## src/verilog/fbc_consts.svh

```systemverilog
// shared offsets, field positions, opcodes and timing counts for the flash command block
`ifndef FBC_CONSTS_SVH
`define FBC_CONSTS_SVH

// word index of each non-volatile register inside the storage memory
`define FBC_NV_BOOT       1'h0
`define FBC_NV_BANK       1'h1

// boot_stream_config layout
`define FBC_BC_EN         0
`define FBC_BC_DLY_LO     1
`define FBC_BC_DLY_HI     4
`define FBC_BC_ADR_LO     5
`define FBC_BC_RST        32'h0000_0000

// bank_address_upper layout
`define FBC_BAR_EXT       7
`define FBC_BAR_RST       8'h00

// opcodes
`define FBC_OP_WRITE_ENABLE_CMD       8'h06
`define FBC_OP_RELOCK     8'h24
`define FBC_OP_BOOT_RD    8'h14
`define FBC_OP_BOOT_WR    8'h15
`define FBC_OP_BANK_RD    8'h16
`define FBC_OP_BANK_RD2   8'hC8
`define FBC_OP_BANK_NV    8'h18
`define FBC_OP_BANK_VOL   8'h17
`define FBC_OP_BANK_VOL2  8'hC5
`define FBC_OP_WIDE_ON    8'hB7
`define FBC_OP_WIDE_OFF   8'h29
`define FBC_OP_DYB_RD     8'hFA
`define FBC_OP_DYB_RD_W   8'hE0

// bit counts of a whole frame or, for the ADDR values, up to the end of the address, opcode included
`define FBC_CMD_BITS      8'h08
`define FBC_BANK_WR_BITS  8'h10
`define FBC_BOOT_WR_BITS  8'h28
`define FBC_ADDR3_END     8'h20
`define FBC_ADDR4_END     8'h28

// dynamic protection byte values
`define FBC_DYB_PROT      8'h00
`define FBC_DYB_OPEN      8'hFF

// timing
`define FBC_MCLK_MHZ      25
`define FBC_NV_WR_NS      10000
`define FBC_NV_WR_CYC     (((`FBC_NV_WR_NS * `FBC_MCLK_MHZ) + 999) / 1000)

`endif

```

## src/verilog/fbc_pkg.sv

```systemverilog
// types for the flash command block
package fbc_pkg;
    typedef enum logic [2:0] {PH_CMD, PH_ADDR, PH_DIN, PH_OUT, PH_IGN, PH_BDLY, PH_BSTR} fbc_ph_e;
    typedef enum logic [1:0] {LD_CFG, LD_BANK, LD_FIN, LD_DONE} fbc_ld_e;
endpackage

```

## src/verilog/fbc_nvmem.sv

```systemverilog
// small non-volatile word store with registered read data
`timescale 1ns/10ps
module fbc_nvmem #(
    parameter int WIDTH = 32,
    parameter int DEPTH = 2,
    parameter int AW    = 1
) (
    input  wire logic             mclk_i,
    input  wire logic             we_i,
    input  wire logic [AW-1:0]    waddr_i,
    input  wire logic [WIDTH-1:0] wdata_i,
    input  wire logic [AW-1:0]    raddr_i,
    output logic      [WIDTH-1:0] rdata_o
);
    logic [WIDTH-1:0] mem_r [DEPTH];

    // contents model storage that survives reset, so only power-on clears them
    initial begin
        for (int i = 0; i < DEPTH; i++) begin
            mem_r[i] = '0;
        end
    end

    always_ff @(posedge mclk_i) begin
        if (we_i) begin
            mem_r[waddr_i] <= wdata_i;
        end
    end

    always_ff @(posedge mclk_i) begin
        rdata_o <= mem_r[raddr_i];
    end
endmodule // fbc_nvmem

```

## src/verilog/fbc_fifo.sv

```systemverilog
// small valid/ready buffer with a registered fill-side ready
`timescale 1ns/10ps
module fbc_fifo #(
    parameter int WIDTH = 8,
    parameter int DEPTH = 2
) (
    input  wire logic             mclk_i,
    input  wire logic             srst_i,
    input  wire logic             en_i,
    input  wire logic             in_valid_i,
    output logic                  in_ready_o,
    input  wire logic [WIDTH-1:0] in_data_i,
    output logic                  out_valid_o,
    input  wire logic             out_ready_i,
    output logic      [WIDTH-1:0] out_data_o
);
    localparam int AW = (DEPTH > 1) ? $clog2(DEPTH) : 1;

    logic [WIDTH-1:0] mem_r [DEPTH];
    logic [AW-1:0]    wp_r;
    logic [AW-1:0]    rp_r;
    logic [AW:0]      cnt_r;
    logic [AW:0]      cnt_nxt;
    logic             push;
    logic             pop;

    function automatic logic [AW-1:0] step(input logic [AW-1:0] p);
        step = (p == AW'(DEPTH - 1)) ? '0 : AW'(p + 1'b1);
    endfunction

    assign push        = in_valid_i & in_ready_o;
    assign pop         = out_valid_o & out_ready_i;
    assign out_valid_o = (cnt_r != '0);
    assign out_data_o  = mem_r[rp_r];
    assign cnt_nxt     = (AW + 1)'(cnt_r + {{AW{1'b0}}, push} - {{AW{1'b0}}, pop});

    // disabling flushes the contents; ready is computed ahead so it stays a flop
    always_ff @(posedge mclk_i) begin
        if (srst_i || !en_i) begin
            cnt_r      <= '0;
            wp_r       <= '0;
            rp_r       <= '0;
            in_ready_o <= 1'b0;
        end else begin
            cnt_r      <= cnt_nxt;
            in_ready_o <= (cnt_nxt < (AW + 1)'(DEPTH));
            if (push) begin
                wp_r <= step(wp_r);
            end
            if (pop) begin
                rp_r <= step(rp_r);
            end
        end
    end

    always_ff @(posedge mclk_i) begin
        if (push) begin
            mem_r[wp_r] <= in_data_i;
        end
    end
endmodule // fbc_fifo

```

## src/verilog/fbc_top.sv

```systemverilog
// serial flash command logic: boot streaming, bank addressing, relock and protection reads
`timescale 1ns/10ps
`include "fbc_consts.svh"
module fbc_top (
    input  wire logic        mclk_i,
    input  wire logic        srst_i,
    input  wire logic        ce_n_i,
    input  wire logic        sck_i,
    input  wire logic [3:0]  io_i,
    output logic      [3:0]  io_o,
    output logic      [3:0]  io_oe_o,
    input  wire logic        quad_enable_i,
    input  wire logic        quad_command_mode_i,
    input  wire logic        dyb_bit_i,
    input  wire logic        arr_valid_i,
    input  wire logic [7:0]  arr_data_i,
    output logic             arr_ready_o,
    output logic      [31:0] arr_addr_o,
    output logic      [31:0] dyb_addr_o,
    output logic      [7:0]  bank_addr_o,
    output logic             sector_relock_o,
    output logic             write_in_progress_o,
    output logic             write_enable_latch_o
);
    import fbc_pkg::*;

    ////////////////////////////////////////////////////////////////////////////
    // helpers
    function automatic logic [31:0] bswap(input logic [31:0] w);
        bswap = {w[7:0], w[15:8], w[23:16], w[31:24]};
    endfunction

    function automatic logic [31:0] rotl(input logic [31:0] w, input logic q);
        rotl = q ? {w[27:0], w[31:28]} : {w[30:0], w[31]};
    endfunction

    // single-line data leaves on io[1], quad data on all four lines
    function automatic logic [3:0] drive(input logic [31:0] w, input logic q);
        drive = q ? w[31:28] : {2'b00, w[31], 1'b0};
    endfunction

    ////////////////////////////////////////////////////////////////////////////
    // pin synchronisers
    logic [2:0]  sck_s_r;
    logic [2:0]  ce_s_r;
    logic [3:0]  io_m_r;
    logic [3:0]  io_s_r;

    always_ff @(posedge mclk_i) begin
        if (srst_i) begin
            sck_s_r <= 3'h0;
            ce_s_r  <= 3'h7;
            io_m_r  <= 4'h0;
            io_s_r  <= 4'h0;
        end else begin
            sck_s_r <= {sck_s_r[1:0], sck_i};
            ce_s_r  <= {ce_s_r[1:0], ce_n_i};
            io_m_r  <= io_i;
            io_s_r  <= io_m_r;
        end
    end

    logic sck_rise;
    logic sck_fall;
    logic ce_act;
    logic ce_fall;
    logic ce_rise;
    assign sck_rise = sck_s_r[1] & ~sck_s_r[2];
    assign sck_fall = ~sck_s_r[1] & sck_s_r[2];
    assign ce_act   = ~ce_s_r[1];
    assign ce_fall  = ~ce_s_r[1] & ce_s_r[2];
    assign ce_rise  = ce_s_r[1] & ~ce_s_r[2];

    ////////////////////////////////////////////////////////////////////////////
    // state
    fbc_ph_e      ph_r;
    fbc_ld_e      ld_r;
    logic [31:0]  sr_r;
    logic [31:0]  sr_nxt;
    logic [7:0]   rcnt_r;
    logic [7:0]   rcnt_nxt;
    logic [7:0]   cmd_r;
    logic [3:0]   dcnt_r;
    logic         first_r;
    logic [2:0]   obit_r;
    logic [31:0]  tx_r;
    logic [31:0]  boot_cfg_r;
    logic [7:0]   bar_vol_r;
    logic         boot_armed_r;
    logic [11:0]  wip_cnt_r;
    logic [31:0]  nv_rdata;
    logic         qcm;
    logic         wide;
    logic [7:0]   addr_end;
    logic [3:0]   boot_dly;
    logic         exec;
    logic         nv_start;
    logic         boot_wr;
    logic         fetch_en;
    logic         buf_valid;
    logic [7:0]   buf_data;
    logic         pop;
    logic [31:0]  out_src;

    assign qcm      = quad_command_mode_i;
    assign sr_nxt   = qcm ? {sr_r[27:0], io_s_r} : {sr_r[30:0], io_s_r[0]};
    assign rcnt_nxt = (rcnt_r > 8'hF0) ? rcnt_r : 8'(rcnt_r + (qcm ? 8'h04 : 8'h01));
    assign wide     = (cmd_r == `FBC_OP_DYB_RD_W) | bar_vol_r[`FBC_BAR_EXT];
    assign addr_end = wide ? `FBC_ADDR4_END : `FBC_ADDR3_END;
    assign boot_dly = boot_cfg_r[`FBC_BC_DLY_HI:`FBC_BC_DLY_LO];

    function automatic fbc_ph_e decode(input logic [7:0] op);
        case (op)
            `FBC_OP_BOOT_RD, `FBC_OP_BANK_RD, `FBC_OP_BANK_RD2: decode = PH_OUT;
            `FBC_OP_DYB_RD, `FBC_OP_DYB_RD_W:                    decode = PH_ADDR;
            `FBC_OP_BOOT_WR, `FBC_OP_BANK_NV, `FBC_OP_BANK_VOL,
            `FBC_OP_BANK_VOL2:                                   decode = PH_DIN;
            default:                                             decode = PH_IGN;
        endcase
    endfunction

    ////////////////////////////////////////////////////////////////////////////
    // frame sequencing on the serial clock
    always_ff @(posedge mclk_i) begin
        if (srst_i) begin
            ph_r    <= PH_CMD;
            rcnt_r  <= 8'h00;
            sr_r    <= 32'h0;
            cmd_r   <= 8'h00;
            dcnt_r  <= 4'h0;
            first_r <= 1'b1;
        end else if (ce_fall) begin
            rcnt_r  <= 8'h00;
            dcnt_r  <= 4'h0;
            first_r <= 1'b1;
            if (boot_armed_r) begin
                ph_r <= (boot_dly == 4'h0) ? PH_BSTR : PH_BDLY;
            end else begin
                ph_r <= PH_CMD;
            end
        end else if (ce_act && sck_rise) begin
            sr_r   <= sr_nxt;
            rcnt_r <= rcnt_nxt;
            case (ph_r)
                PH_CMD: if (rcnt_nxt == `FBC_CMD_BITS) begin
                    cmd_r <= sr_nxt[7:0];
                    ph_r  <= decode(sr_nxt[7:0]);
                end
                PH_ADDR: if (rcnt_nxt == addr_end) begin
                    ph_r <= PH_OUT;
                end
                // input lines are not decoded while the delay counts down
                PH_BDLY: begin
                    dcnt_r <= 4'(dcnt_r + 4'h1);
                    if (4'(dcnt_r + 4'h1) == boot_dly) begin
                        ph_r <= PH_BSTR;
                    end
                end
                default: ;
            endcase
        end else if (ce_act && sck_fall && (ph_r == PH_OUT || ph_r == PH_BSTR)) begin
            first_r <= 1'b0;
        end
    end

    // upper address from the bank register unless extended addressing
    always_ff @(posedge mclk_i) begin
        if (srst_i) begin
            dyb_addr_o <= 32'h0;
        end else if (ce_act && sck_rise && ph_r == PH_ADDR && rcnt_nxt == addr_end) begin
            dyb_addr_o <= wide ? sr_nxt : {1'b0, bar_vol_r[6:0], sr_nxt[23:0]};
        end
    end

    ////////////////////////////////////////////////////////////////////////////
    // output shifting on falling serial clock
    // an 8-bit value is replicated four times so one 32-bit rotate serves every read
    always_comb begin
        out_src = 32'h0;
        if (cmd_r == `FBC_OP_BOOT_RD) begin
            out_src = bswap(boot_cfg_r);
        end else if (cmd_r == `FBC_OP_BANK_RD || cmd_r == `FBC_OP_BANK_RD2) begin
            out_src = {4{bar_vol_r}};
        end else begin
            out_src = {4{dyb_bit_i ? `FBC_DYB_OPEN : `FBC_DYB_PROT}};
        end
    end

    logic [31:0] tx_word;
    logic        tx_q;
    always_comb begin
        tx_q    = qcm;
        tx_word = first_r ? out_src : tx_r;
        if (ph_r == PH_BSTR) begin
            tx_q    = quad_enable_i;
            tx_word = (obit_r == 3'h0) ? {buf_data, 24'h0} : tx_r;
        end
    end

    assign pop = ce_act & sck_fall & (ph_r == PH_BSTR) & (obit_r == 3'h0) & buf_valid;

    always_ff @(posedge mclk_i) begin
        if (srst_i || !ce_act) begin
            io_o    <= 4'h0;
            io_oe_o <= 4'h0;
            tx_r    <= 32'h0;
            obit_r  <= 3'h0;
        end else if (sck_fall && (ph_r == PH_OUT || ph_r == PH_BSTR)) begin
            io_o    <= drive(tx_word, tx_q);
            io_oe_o <= tx_q ? 4'hF : 4'h2;
            tx_r    <= rotl(tx_word, tx_q);
            obit_r  <= 3'(obit_r + (tx_q ? 3'h4 : 3'h1));
        end
    end

    ////////////////////////////////////////////////////////////////////////////
    // command execution at deselect
    assign exec     = ce_rise && ld_r == LD_DONE && ph_r != PH_BDLY && ph_r != PH_BSTR;
    assign boot_wr  = (cmd_r == `FBC_OP_BOOT_WR) && (rcnt_r == `FBC_BOOT_WR_BITS);
    assign nv_start = exec && write_enable_latch_o && !write_in_progress_o &&
                      (boot_wr || (cmd_r == `FBC_OP_BANK_NV && rcnt_r == `FBC_BANK_WR_BITS));

    always_ff @(posedge mclk_i) begin
        if (srst_i) begin
            ld_r         <= LD_CFG;
            boot_cfg_r   <= `FBC_BC_RST;
            bar_vol_r    <= `FBC_BAR_RST;
            boot_armed_r <= 1'b0;
        end else begin
            case (ld_r)
                LD_CFG:  ld_r <= LD_BANK;
                LD_BANK: begin
                    boot_cfg_r <= nv_rdata;
                    ld_r       <= LD_FIN;
                end
                LD_FIN: begin
                    bar_vol_r    <= nv_rdata[7:0];
                    boot_armed_r <= boot_cfg_r[`FBC_BC_EN];
                    ld_r         <= LD_DONE;
                end
                default: if (ce_rise) begin
                    boot_armed_r <= 1'b0;
                    if (nv_start && boot_wr) begin
                        boot_cfg_r <= bswap(sr_r);
                    end
                    if (exec && rcnt_r == `FBC_BANK_WR_BITS &&
                        (nv_start || cmd_r == `FBC_OP_BANK_VOL || cmd_r == `FBC_OP_BANK_VOL2)) begin
                        bar_vol_r <= sr_r[7:0];
                    end
                    if (exec && rcnt_r == `FBC_CMD_BITS && cmd_r == `FBC_OP_WIDE_ON) begin
                        bar_vol_r[`FBC_BAR_EXT] <= 1'b1;
                    end
                    if (exec && rcnt_r == `FBC_CMD_BITS && cmd_r == `FBC_OP_WIDE_OFF) begin
                        bar_vol_r[`FBC_BAR_EXT] <= 1'b0;
                    end
                end
            endcase
        end
    end

    always_ff @(posedge mclk_i) begin
        if (srst_i) begin
            sector_relock_o <= 1'b0;
            bank_addr_o     <= `FBC_BAR_RST;
        end else begin
            sector_relock_o <= exec && rcnt_r == `FBC_CMD_BITS && cmd_r == `FBC_OP_RELOCK;
            bank_addr_o     <= bar_vol_r;
        end
    end

    // busy models the program time; the storage itself is written at the start
    always_ff @(posedge mclk_i) begin
        if (srst_i) begin
            write_in_progress_o  <= 1'b0;
            write_enable_latch_o <= 1'b0;
            wip_cnt_r            <= 12'h000;
        end else if (write_in_progress_o) begin
            if (wip_cnt_r == 12'h000) begin
                write_in_progress_o  <= 1'b0;
                write_enable_latch_o <= exec && rcnt_r == `FBC_CMD_BITS && cmd_r == `FBC_OP_WRITE_ENABLE_CMD;
            end else begin
                wip_cnt_r <= 12'(wip_cnt_r - 12'h001);
            end
        end else if (nv_start) begin
            write_in_progress_o <= 1'b1;
            wip_cnt_r           <= 12'(`FBC_NV_WR_CYC - 1);
        end else if (exec && rcnt_r == `FBC_CMD_BITS && cmd_r == `FBC_OP_WRITE_ENABLE_CMD) begin
            write_enable_latch_o <= 1'b1;
        end
    end

    fbc_nvmem #(
        .WIDTH (32),
        .DEPTH (2),
        .AW    (1)
    ) u_nvmem (
        .mclk_i  (mclk_i),
        .we_i    (nv_start),
        .waddr_i (boot_wr ? `FBC_NV_BOOT : `FBC_NV_BANK),
        .wdata_i (boot_wr ? bswap(sr_r) : {24'h0, sr_r[7:0]}),
        .raddr_i ((ld_r == LD_CFG) ? `FBC_NV_BOOT : `FBC_NV_BANK),
        .rdata_o (nv_rdata)
    );

    ////////////////////////////////////////////////////////////////////////////
    // boot prefetch from the array into the buffer
    assign fetch_en = boot_armed_r && ld_r == LD_DONE;

    always_ff @(posedge mclk_i) begin
        if (srst_i) begin
            arr_addr_o <= 32'h0;
        end else if (ld_r == LD_FIN) begin
            arr_addr_o <= {boot_cfg_r[31:`FBC_BC_ADR_LO], 5'h00};
        end else if (arr_valid_i && arr_ready_o) begin
            arr_addr_o <= 32'(arr_addr_o + 32'h1);
        end
    end

    fbc_fifo #(
        .WIDTH (8),
        .DEPTH (2)
    ) u_fifo (
        .mclk_i      (mclk_i),
        .srst_i      (srst_i),
        .en_i        (fetch_en),
        .in_valid_i  (arr_valid_i),
        .in_ready_o  (arr_ready_o),
        .in_data_i   (arr_data_i),
        .out_valid_o (buf_valid),
        .out_ready_i (pop),
        .out_data_o  (buf_data)
    );
endmodule // fbc_top

```

## config.mk

```make
export PLATFORM = sky130hd
export DESIGN_NAME = fbc_top
export DESIGN_NICKNAME = d
export VERILOG_FILES = /design/src/verilog/fbc_pkg.sv /design/src/verilog/fbc_nvmem.sv /design/src/verilog/fbc_fifo.sv /design/src/verilog/fbc_top.sv
export VERILOG_INCLUDE_DIRS = /design/src /design/src/verilog
export SDC_FILE = /design/constraint.sdc
export NUM_CORES = 1
export LEC_CHECK = 0
export BUFFER_PORTS_ARGS = -buffer_cell sky130_fd_sc_hd__buf_4
export CORE_ASPECT_RATIO = 0.8
export CORE_UTILIZATION = 39
export CTS_CLUSTER_DIAMETER = 40
export DETAILED_ROUTE_END_ITERATION = 7
export PLACE_DENSITY_LB_ADDON = 0.12
export SLEW_MARGIN = 40
export SYNTH_ARGS = -nofsm -noshare
export SYNTH_HDL_FRONTEND = slang
export SYNTH_SLANG_ARGS = --single-unit
```

## constraint.sdc

```tcl
create_clock -name mclk_i -period 3.8 [get_ports mclk_i]
set_clock_uncertainty 0.2 [all_clocks]
set_input_delay 0.76 -clock mclk_i [delete_from_list [all_inputs] [get_ports mclk_i]]
set_output_delay 0.76 -clock mclk_i [all_outputs]
set_load 0.01 [all_outputs]
```

==> results_dict.tcl <==
set metrics [dict create \
    fin_crit_ps 3250 \
    dr.pass1.iters 6 \
    die_h_um 182 \
    grt_pass1_vias 11700 \
    die_area_um2 41400 \
    max_stage_delay_ps 680 \
    htreeDepth 2 \
    ys_warn_count 0 \
    nets 1739 \
    yosysTopAreaCellShare_pct 35.3 \
    cts-root-buf "clkbuf_16" \
    fmax_mhz 308 \
    synth.area.top_cells "dfxtp_1 (35%), edfxtp_1 (15%), mux2i_1 (6.2%)" \
    fin_hold_ws_ps 183 \
    grt_pass1_wl_um 70100 \
    post-route-drc-count 0 \
    holdPathEnd "u_fifo.mem_r[0][3]$_DFFE_PP_" \
    insertion_delay_ps 560 \
    track_usage_pct 22.0 \
    cts_sinks 359 \
    synth_top_flop_cell "dfxtp_1" \
    initial_utilization_pct 39.8 \
    async_flop_share_pct 0 \
    power_density_nw_per_um2 518 \
    slowest_stage "or4b_1" \
    gp_congestion 0.881 \
    grt_max_degree 63 \
    drt_iter0_markers 1185 \
    ir_worst_vdd_mv 0.274 \
    cts_hold_buf 0 \
    crit_top_cell "a21oi_1" \
    drv_cap 0 \
    area_delta_synth_final_pct 18.5 \
    wire_per_inst_um 20.1 \
    crit_type "register to register" \
    hold_viol 0 \
    io_buffers 103 \
    numCtsBuffers 50 \
    worst_pin_slew_ps 756 \
    status "finished clean" \
    synth-seq-cells 359 \
    reg2reg_from "cmd_r[5]$_SDFFE_PP0P_" \
    synth_top_cells_by_count "dfxtp_1 (279), nor2_1 (210), nand2_1 (101), mux2i_1 (98), clkbuf_1 (86)" \
    seq_area_frac_synth_pct 50.4 \
    cp.required_ps 4020 \
    num_vias 12600 \
    ant_nets 0 \
    worst_hold_path_type "input pin to register" \
    chipWidth_um 227 \
    cp.arrival_ps 3470 \
    grt_overflow 0 \
    yosysTopAreaCell "dfxtp_1" \
    synth_edf_count 80 \
    ctsResizeCount 0 \
    clk_path_buf_depth 3 \
    cp-end-kind "register" \
    hp-start "arr_data_i[3]" \
    rsz0062_at_grt "no" \
    worstHoldPathCells 1 \
    final_area_um2 18800 \
    ff2ff_setup_slack_ps 550 \
    io_pins 104 \
    synth_area_um2 15800 \
    rows 65 \
    routed_via_density 5.53 \
    dpl.hpwl_um 31400 \
    antenna_found_initial 1 \
    core_area_um2 39800 \
    syn-num-nets 1657 \
    crit_chain "or4b_1 > o21ai_0 > o21ai_0 > a21oi_1 > a21oi_1 > a21oi_1 > o221ai_1" \
    diodes 0 \
    r2r_end "tx_r[13]$_SDFFE_PP0P_" \
    place_area_um2 17200 \
    postCtsSetupRepairBufs 0 \
    fin_setup_tns_ps 0 \
    synth_cells 1622 \
    drive_gt1_share_pct 17.7 \
    finalSetupViolCount 0 \
    synth_cell_type_count 81 \
    synth_most_common_cell "dfxtp_1" \
    synth_area_per_cell_um2 9.77 \
    r2r_cells 7 \
    cts_tree "built" \
    drt_wl_total_um 45800 \
    cp_max_fo 9 \
    p_leak_nw 6.89 \
    cp-start-kind "register" \
    finalCritPeriodShare_pct 85.5 \
    clk_pin_slew_worst_paths_ps 60 \
    slew-limit-headroom_pct 49.4 \
    report.final.slew_viol_count 0 \
    fillers 3784 \
]
-- critical path, delay by kind of cell (launching register included) --
family / cells / cell delay [ps]
AO/OA/AOI/OAI: 6 / 1830
AND/OR/NAND/NOR: 1 / 680
flip-flops: 1 / 390
-- per-stage QoR --
step,instances,power (mW),worst slack [ps],utilization (%)
floorplan,1622,4.92,152,-
global placement,2188,5.34,338,43.1
detailed placement,2188,5.35,267,43.2
CTS,2281,9.83,566,47.2
global route,2281,10.1,373,47.2
finish,2281,9.72,551,47.2
-- metal layers --
metal  track usage (%)  part of all wire, %
met1              32.9                   49
met2              32.3                   43
met3              3.53                  5.9
met4              5.91                  1.9
met5                 0                    0
-- cells in the final DEF (no fill, tap or decap), types with 49 or more instances in the layout --
| cell type | n |
|---|---|
| a21oi_1 | 78 |
| a211oi_1 | 66 |
| o21ai_0 | 49 |
| clkbuf_16 | 51 |
| nand3_1 | 55 |
| mux2_2 | 51 |
| dfxtp_1 | 279 |
| nor2_1 | 207 |
| buf_4 | 142 |
| nand2_1 | 101 |
| mux2i_1 | 98 |
| edfxtp_1 | 80 |
-- where the power goes --
part | switching (mW) | internal, mW
sequential | 0.230 | 4.04
clock | 1.88 | 2.57
combinational | 0.596 | 0.397
-- registers in the layout, summed over array words and instances, names as in the netlist, 4 cells and up, named ones only --
register	count
dcnt_r	4
rcnt_r	8
u_nvmem.mem_r	64
u_nvmem.rdata_o	32
bank_addr_o	8
tx_r	32
io_s_r	4
u_fifo.mem_r	16
sr_r	32
io_o	4
cmd_r	8
dyb_addr_o	32
io_m_r	4
bar_vol_r	8
boot_cfg_r	32
arr_addr_o	32
wip_cnt_r	12
-- cells by family after synthesis --
group                    share of synthesized area, %
AND/OR/NAND/NOR                                  17.7
multiplexers                                     9.82
adder cells (fa/ha/maj)                          1.18
AO/OA/AOI/OAI                                    14.2
buffers and inverters                            3.38
flip-flops                                       50.4
XOR/XNOR                                         3.32
-- worst max path at each step --
stage                               from                          end  slack, ps  cells after the start
2_1_floorplan      cmd_r[5]$_SDFFE_PP0P_   boot_cfg_r[4]$_SDFFE_PP0P_        150                      9
3_3_place_gp         quad_command_mode_i  dyb_addr_o[31]$_SDFFE_PP0P_        340                     12
6_report           cmd_r[5]$_SDFFE_PP0P_        tx_r[13]$_SDFFE_PP0P_        550                      7
5_1_grt            cmd_r[4]$_SDFFE_PP0P_  boot_cfg_r[10]$_SDFFE_PP0P_        370                      8
4_1_cts        wip_cnt_r[3]$_SDFFE_PP0P_    wip_cnt_r[2]$_SDFFE_PP0P_        570                      7
3_5_place_dp         quad_command_mode_i  dyb_addr_o[31]$_SDFFE_PP0P_        270                     12
-- layout make-up --
class	instances	area (um2)	area share (%)
Multi-Input combinational cell	1131	7360	39.2
Clock inverter	36	273	1.45
Timing Repair Buffer	143	1090	5.78
Tap cell	536	671	3.57
Inverter	19	71.3	0.380
Sequential cell	359	7990	42.5
Clock buffer	57	1330	7.08
Power figures use the tool's default switching activity.
